## config.mk

```make
export PLATFORM = sky130hd
export DESIGN_NAME = csc_sense_ctrl
export DESIGN_NICKNAME = d
export VERILOG_FILES = /design/src/core/csc_pkg.sv /design/src/core/csc_sense_ctrl.sv
export SDC_FILE = /design/constraint.sdc
export NUM_CORES = 1
export LEC_CHECK = 0
export BUFFER_PORTS_ARGS = -buffer_cell sky130_fd_sc_hd__buf_2
export CAP_MARGIN = 15
export CORE_MARGIN = 1
export CORE_UTILIZATION = 55
export CTS_CLUSTER_DIAMETER = 30
export CTS_CLUSTER_SIZE = 24
export DETAILED_ROUTE_END_ITERATION = 12
export HOLD_SLACK_MARGIN = 0.05
export PLACE_DENSITY = 0.8
export SKIP_CTS_REPAIR_TIMING = 1
export SYNTH_ARGS = -nofsm -noshare
export SYNTH_HDL_FRONTEND = slang
export SYNTH_SLANG_ARGS = --single-unit
```

## constraint.sdc

```tcl
create_clock -name i_clk_sys -period 4.3 [get_ports i_clk_sys]
set_clock_uncertainty 0.2 [all_clocks]
set_input_delay 0.645 -clock i_clk_sys [delete_from_list [all_inputs] [get_ports i_clk_sys]]
set_output_delay 0.645 -clock i_clk_sys [all_outputs]
set_load 0.03 [all_outputs]
```

## src/core/csc_pkg.sv

```systemverilog
// Constants for the capacitive sensing control and sleep block
package csc_pkg;
    localparam logic [1:0] CSC_ADDR_CONTROL_0   = 2'h0;
    localparam logic [1:0] CSC_ADDR_TIMER1_CTRL = 2'h1;
    localparam logic [1:0] CSC_ADDR_GATE_CTRL   = 2'h2;
    localparam logic [1:0] CSC_ADDR_TIMER_STAT  = 2'h3;
    localparam int  CSC_ADDR_W      = 2;
    localparam int  CSC_DATA_W      = 8;
    localparam int  CSC_TMR_W       = 16;
    // Control register 0 fields
    localparam int  CSC_BIT_ENABLE   = 7;
    localparam int  CSC_BIT_RANGE_HI = 3;
    localparam int  CSC_BIT_RANGE_LO = 2;
    localparam int  CSC_BIT_DIR      = 1;
    localparam int  CSC_BIT_T0_CHOICE = 0;
    localparam logic [7:0] CSC_CTRL0_WMASK = 8'h8D;
    localparam logic [7:0] CSC_CTRL0_RESET = 8'h00;
    // Timer1 control fields
    localparam int  CSC_BIT_T1CS_HI  = 7;
    localparam int  CSC_BIT_T1CS_LO  = 6;
    localparam int  CSC_BIT_T1ON     = 0;
    localparam logic [7:0] CSC_T1CTRL_RESET = 8'h00;
    // Gate control fields
    localparam int  CSC_BIT_GATE_EN  = 7;
    localparam int  CSC_BIT_TOGGLE   = 6;
    localparam int  CSC_BIT_GATE_OPEN = 2;
    localparam int  CSC_BIT_GSS_HI   = 1;
    localparam int  CSC_BIT_GSS_LO   = 0;
    localparam logic [7:0] CSC_GATE_WMASK = 8'hC3;
    localparam logic [7:0] CSC_GATE_RESET = 8'h00;
    localparam logic [1:0] CSC_SRC_SENSE_OSC = 2'h3;
    localparam logic [1:0] CSC_GSS_WATCHDOG  = 2'h3;
    localparam logic [1:0] CSC_RANGE_OFF     = 2'h0;
    typedef enum logic [1:0] {
        CSC_RANGE_OFF_E, CSC_RANGE_LOW, CSC_RANGE_MED, CSC_RANGE_HIGH
    } csc_range_type;
endpackage

```

## src/core/csc_sense_ctrl.sv

```systemverilog
// Capacitive sensing control register and watchdog-gated Timer1 counting
//
// Our own choices: the plain strobed port and the placing of the registers.
`timescale 1ns/1ps
// Function
// RL1: Oscillator runs whenever module enabled, sleeping or not. The code also keeps it stopped while range is 00.
// RL2: Timer1 accumulates oscillator counts during sleep.
// RL3: Gate source field 11 routes watchdog overflow to Timer1 gate.
// RL4: Software sets toggle mode, then gate enable, then Timer1 on.
// RL5: Software enables sensing, clears Timer1, then sleeps.
// RL6: First watchdog overflow opens gate; Timer1 starts counting.
// RL7: Second watchdog overflow closes gate; count held.
// RL8: Early non-watchdog wake delays next watchdog overflow.
// RL9: Timer0 does not count during sleep.
// RL10: Bits 6..4 read zero; enable bit 7 resets to zero.
// RL11: Range 00 off, 01 low, 10 medium, 11 high.
// RL12: Bit 1 reads oscillator direction: 1 sourcing, 0 sinking.
// RL13: Bit 0 picks Timer0 clock when external select is high.
// RL14: Timer1 clock source 11 selects sensing oscillator.
module csc_sense_ctrl (
    input  wire logic                        i_clk_sys,
    input  wire logic                        i_reset_n,
    input  wire logic [csc_pkg::CSC_ADDR_W-1:0] i_addr,
    input  wire logic [csc_pkg::CSC_DATA_W-1:0] i_wdata,
    input  wire logic                        i_wr,
    input  wire logic                        i_rd,
    input  wire logic                        i_sleep,
    input  wire logic                        i_osc_sourcing,
    input  wire logic                        i_osc_edge,
    input  wire logic                        i_watchdog_ovf,
    input  wire logic                        i_timer0_ext_clock_sel,
    input  wire logic                        i_timer0_clock_pin,
    input  wire logic                        i_instr_clk_en,
    output logic [csc_pkg::CSC_DATA_W-1:0]   o_rdata,
    output logic                             o_osc_run,
    output logic [1:0]                       o_osc_current_range,
    output logic                             o_watchdog_restart,
    output logic                             o_timer0_tick
);
    import csc_pkg::*;

    // ****************************************************************
    // Registers
    // ****************************************************************
    logic [7:0]           ctrl0, next_ctrl0;
    logic [7:0]           t1ctrl, next_t1ctrl;
    logic                 gate_en, next_gate_en;
    logic                 toggle, next_toggle;
    logic [1:0]           gss, next_gss;
    logic                 gate_open, next_gate_open;
    logic [CSC_TMR_W-1:0] tmr1, next_tmr1;
    logic                 sleep_q, next_sleep_q;
    logic [7:0]           rdata, next_rdata;
    logic                 osc_run, next_osc_run;
    logic [1:0]           range_q, next_range_q;
    logic                 wd_rst, next_wd_rst;
    logic                 t0_tick, next_t0_tick;

    logic sense_en;
    logic wd_gate_evt;
    logic t1_src_osc;
    logic t1_count;
    logic t0_src;

    function automatic logic bus_wr(input logic [CSC_ADDR_W-1:0] a);
        bus_wr = i_wr && (i_addr == a);
    endfunction

    assign sense_en    = ctrl0[CSC_BIT_ENABLE];
    assign t1_src_osc  = (t1ctrl[CSC_BIT_T1CS_HI:CSC_BIT_T1CS_LO]
                          == CSC_SRC_SENSE_OSC);                  // [RL14]
    assign wd_gate_evt = i_watchdog_ovf && (gss == CSC_GSS_WATCHDOG); // [RL3]
    // Gate only gates when enabled; oscillator edges counted in sleep
    assign t1_count = t1ctrl[CSC_BIT_T1ON] && t1_src_osc && sense_en
                      && i_osc_edge && (!gate_en || gate_open); // [RL2]

    // ****************************************************************
    // Timer0 clock choice
    // ****************************************************************
    always_comb begin
        if (i_timer0_ext_clock_sel) begin
            t0_src = ctrl0[CSC_BIT_T0_CHOICE] ?
                     (i_osc_edge && sense_en) : i_timer0_clock_pin; // [RL13]
        end else begin
            t0_src = i_instr_clk_en;
        end
    end

    // ****************************************************************
    // Next state
    // ****************************************************************
    always_comb begin
        next_ctrl0     = ctrl0;
        next_t1ctrl    = t1ctrl;
        next_gate_en   = gate_en;
        next_toggle    = toggle;
        next_gss       = gss;
        next_gate_open = gate_open;
        next_tmr1      = tmr1;
        next_sleep_q   = i_sleep;
        next_rdata     = '0;
        if (bus_wr(CSC_ADDR_CONTROL_0)) begin
            next_ctrl0 = i_wdata & CSC_CTRL0_WMASK;               // [RL10]
        end
        if (bus_wr(CSC_ADDR_TIMER1_CTRL)) begin
            next_t1ctrl = i_wdata;
        end
        if (bus_wr(CSC_ADDR_GATE_CTRL)) begin
            next_gate_en = i_wdata[CSC_BIT_GATE_EN];
            next_toggle  = i_wdata[CSC_BIT_TOGGLE];
            next_gss     = i_wdata[CSC_BIT_GSS_HI:CSC_BIT_GSS_LO];
            if (!i_wdata[CSC_BIT_TOGGLE]) begin
                next_gate_open = 1'b0;
            end
        end
        // In toggle mode with Timer1 on, watchdog overflow toggles the gate: open then close; without toggle it only opens it
        if (wd_gate_evt && toggle && t1ctrl[CSC_BIT_T1ON]) begin
            next_gate_open = !gate_open;                   // [RL6] [RL7]
        end else if (wd_gate_evt && !toggle) begin
            next_gate_open = 1'b1;
        end
        if (bus_wr(CSC_ADDR_TIMER_STAT)) begin
            next_tmr1 = '0;                                       // [RL5]
        end else if (t1_count) begin
            next_tmr1 = tmr1 + 1'b1;                              // [RL2]
        end
        if (i_rd) begin
            unique case (i_addr)
                CSC_ADDR_CONTROL_0: begin
                    next_rdata = (ctrl0 & CSC_CTRL0_WMASK)
                        | {6'h00, i_osc_sourcing && sense_en, 1'b0}; // [RL12]
                end
                CSC_ADDR_TIMER1_CTRL: next_rdata = t1ctrl;
                CSC_ADDR_GATE_CTRL: begin
                    next_rdata = {gate_en, toggle, 3'h0, gate_open, gss};
                end
                CSC_ADDR_TIMER_STAT: next_rdata = tmr1[7:0];
            endcase
        end
        next_osc_run = sense_en                                   // [RL1]
            && (ctrl0[CSC_BIT_RANGE_HI:CSC_BIT_RANGE_LO] != CSC_RANGE_OFF);
        next_range_q = ctrl0[CSC_BIT_RANGE_HI:CSC_BIT_RANGE_LO]; // [RL11]
        // Wake without watchdog restarts its interval
        next_wd_rst  = sleep_q && !i_sleep && !i_watchdog_ovf; // [RL8]
        next_t0_tick = t0_src && !i_sleep;                     // [RL9]
    end

    always_ff @(posedge i_clk_sys or negedge i_reset_n) begin
        if (!i_reset_n) begin
            ctrl0     <= CSC_CTRL0_RESET;
            t1ctrl    <= CSC_T1CTRL_RESET;
            gate_en   <= 1'b0;
            toggle    <= 1'b0;
            gss       <= 2'h0;
            gate_open <= 1'b0;
            tmr1      <= '0;
            sleep_q   <= 1'b0;
            rdata     <= 8'h00;
            osc_run   <= 1'b0;
            range_q   <= 2'h0;
            wd_rst    <= 1'b0;
            t0_tick   <= 1'b0;
        end else begin
            ctrl0     <= next_ctrl0;
            t1ctrl    <= next_t1ctrl;
            gate_en   <= next_gate_en;
            toggle    <= next_toggle;
            gss       <= next_gss;
            gate_open <= next_gate_open;
            tmr1      <= next_tmr1;
            sleep_q   <= next_sleep_q;
            rdata     <= next_rdata;
            osc_run   <= next_osc_run;
            range_q   <= next_range_q;
            wd_rst    <= next_wd_rst;
            t0_tick   <= next_t0_tick;
        end
    end

    assign o_rdata             = rdata;
    assign o_osc_run           = osc_run;
    assign o_osc_current_range = range_q;
    assign o_watchdog_restart  = wd_rst;
    assign o_timer0_tick       = t0_tick;
endmodule

```

==> results.tsv <==
metric	value	unit
rrSetupSlack	2.32	ns
cts_buffer_depth	2	
outcome	finished, violations left	
antenna_found_initial	0	
area_delta_synth_final	15.86	%
root_buffer	clkbuf_4	
setup_viol	0	
final_common_cell	dfrtp_1	
insertion_delay	0.35	ns
yosys.area.top_type	dfrtp_1	
hp-class	primary input to asynchronous set/reset pin	
drtPass1Iterations	8	
ir_drop	0.2734	mV
num_antenna_cells	0	
synth_top_area_share	57.02	%
arrival	2.05	ns
first_global_vias	1175	
track_usage	23.71	%
routed_wl	3.389	mm
cp-start-kind	register	
rsz0062_at_grt	no	
synth_enable_flop_cells	0	
tightestPinTransition	0.8224	ns
tritoncts	built	
setup_ws	2.324	ns
ys_async_sr_fraction	100.0	%
violations	design-rule violations	
p_leak	0.9297	nW
place.gp.congestion	0.8063	
htree_num_levels	2	
worst_hold_slack	0.1696	ns
nNetsFinal	191	
synthCells	132	
io_pins	34	
initial_utilization	60.00	%
min_period_over_period	45.96	%
maxCapViolations	0	
hold_violations	0	
path_max_fanout	6	
layout-drive-gt1-share	39.41	%
slew_headroom	45.18	%
reg2reg_to	tmr1[7]	
dp_hpwl	2.416	mm
clkTransAtPathRegs	0.12	ns
via_per_inst	5.861	
die_h	57.79	um
drc	4	
fin_crit	1.976	ns
slew_viol_final	0	
num_rows	19	
yosysSeqAreaShare	57.02	%
finalSetupTns	0	ns
endpoint_kind	register	
grt_max_degree	40	
r2r_cells	4	
vias	1178	
syn_avg_cell_area	12.97	um^2
p_per_area	440.7	nW/um^2
port_buffers	33	
final_cell_mix	dfrtp_1, buf_2, mux2_2	
dp_slack	2.091	ns
max_freq	506.0	MHz
postPlaceCellArea	1897	um^2
r2r_start	ctrl0[7]	
critPathRequiredTime	4.37	ns
synth_top_flop_cell	dfrtp_1	
core_area	2853	um^2
cts_buffers	5	
fillCellCount	196	
postLayoutCellArea	1983	um^2
synthTopCellsByArea	dfrtp_1, mux2_2, mux4_2	
critPathKind	register to register	
yosysWarnings	0	
ant_nets	0	
synthesis.area	1712	um^2
grt_pass1_wl	5.747	mm
post_drt_wl_per_cell	16.86	um
syn_nets	154	
clock-sinks	39	
synth_cell_type_count	34	
ys_ff_latch	39	
drt_iter0_markers	36	
die_x	57.79	um
overflow	0	
dieArea	3339	um^2
synthesized netlist by cell type (2+ instances only):
| library cell | number |
|---|---|
| xnor2_1 | 5 |
| nor4_1 | 3 |
| nand2_1 | 6 |
| dfrtp_1 | 39 |
| nand4_1 | 2 |
| nor3_1 | 2 |
| mux2i_1 | 4 |
| nor2_1 | 9 |
| nand3b_1 | 2 |
| nand3_1 | 6 |
| mux4_2 | 3 |
| nor3b_1 | 2 |
| and3_2 | 2 |
| a21oi_1 | 2 |
| nand2b_1 | 2 |
| o21ai_0 | 4 |
| and2_1 | 6 |
| mux2_2 | 17 |
registers in the layout, indices dropped and copies added (netlist names):
register	flops
o_timer0_tick	1
gss	2
ctrl0	4
o_osc_current_range	2
toggle	1
sleep_q	1
o_osc_run	1
tmr1	8
o_watchdog_restart	1
gate_open	1
t1ctrl	8
gate_en	1
o_rdata	8
worst max-delay path, stage by stage, from the launching register on:
cell     delay, ns
dfrtp_1       0.47
nand2_2       0.13
or3_4         0.42
or4_1         0.51
a21oi_1       0.16
per-stage QoR:
stage	std cells	power [mW]	utilization [%]
after floorplan	132	0.5630	-
after global placement	193	0.6134	66.49
after detailed placement	193	0.6216	66.49
after CTS	201	0.8791	69.52
after global routing	201	0.9122	69.52
final	201	0.8739	69.52
how the worst max path moves through the flow:
stage / from / to / slack (ns) / cells after the start
4_1_cts: ctrl0[7] / tmr1[7] / 2.34 / 4
3_5_place_dp: i_osc_edge / tmr1[7] / 2.09 / 5
2_1_floorplan: i_osc_edge / tmr1[7] / 2.29 / 4
6_report: ctrl0[7] / tmr1[7] / 2.32 / 4
3_3_place_gp: i_osc_edge / tmr1[7] / 2.15 / 5
5_1_grt: ctrl0[7] / tmr1[7] / 2.25 / 4
where the power goes:
| group | total (mW) | internal, mW | switching, mW | leakage [nW] |
|---|---|---|---|---|
| clock network | 0.260 | 0.137 | 0.122 | 0.0482 |
| logic | 0.158 | 0.0737 | 0.0842 | 0.387 |
| registers | 0.456 | 0.417 | 0.0395 | 0.494 |
layout make-up:
cell class | instances | area [um^2] | area share [%]
clock buffer | 6 | 51.30 | 2.587
clock inverter | 2 | 35.03 | 1.767
inverter | 1 | 3.754 | 0.1893
multi-input combinational | 89 | 713.2 | 35.96
sequential | 39 | 975.9 | 49.21
tap | 31 | 38.79 | 1.956
timing repair buffer | 33 | 165.2 | 8.328
routing by layer:
metal | global-route usage [%] | wire length (um)
met5 | 0 | 0
met3 | 7.366 | 225
met1 | 30.69 | 1477
met2 | 37.38 | 1634
met4 | 10.20 | 52
cell families (layout without fill, tap and decap cells):
group,Yosys count,in the layout,synth area share (%)
muxes,25,25,19.01
and+or+nand+nor,48,48,15.72
AOI/OAI and AO/OA,10,10,3.656
buffers and inverters,4,42,1.315
adders and majority gates,1,1,0.7309
DFF,39,39,57.02
xor gates and xnor gates,5,5,2.558
Power figures use the tool's default switching activity.
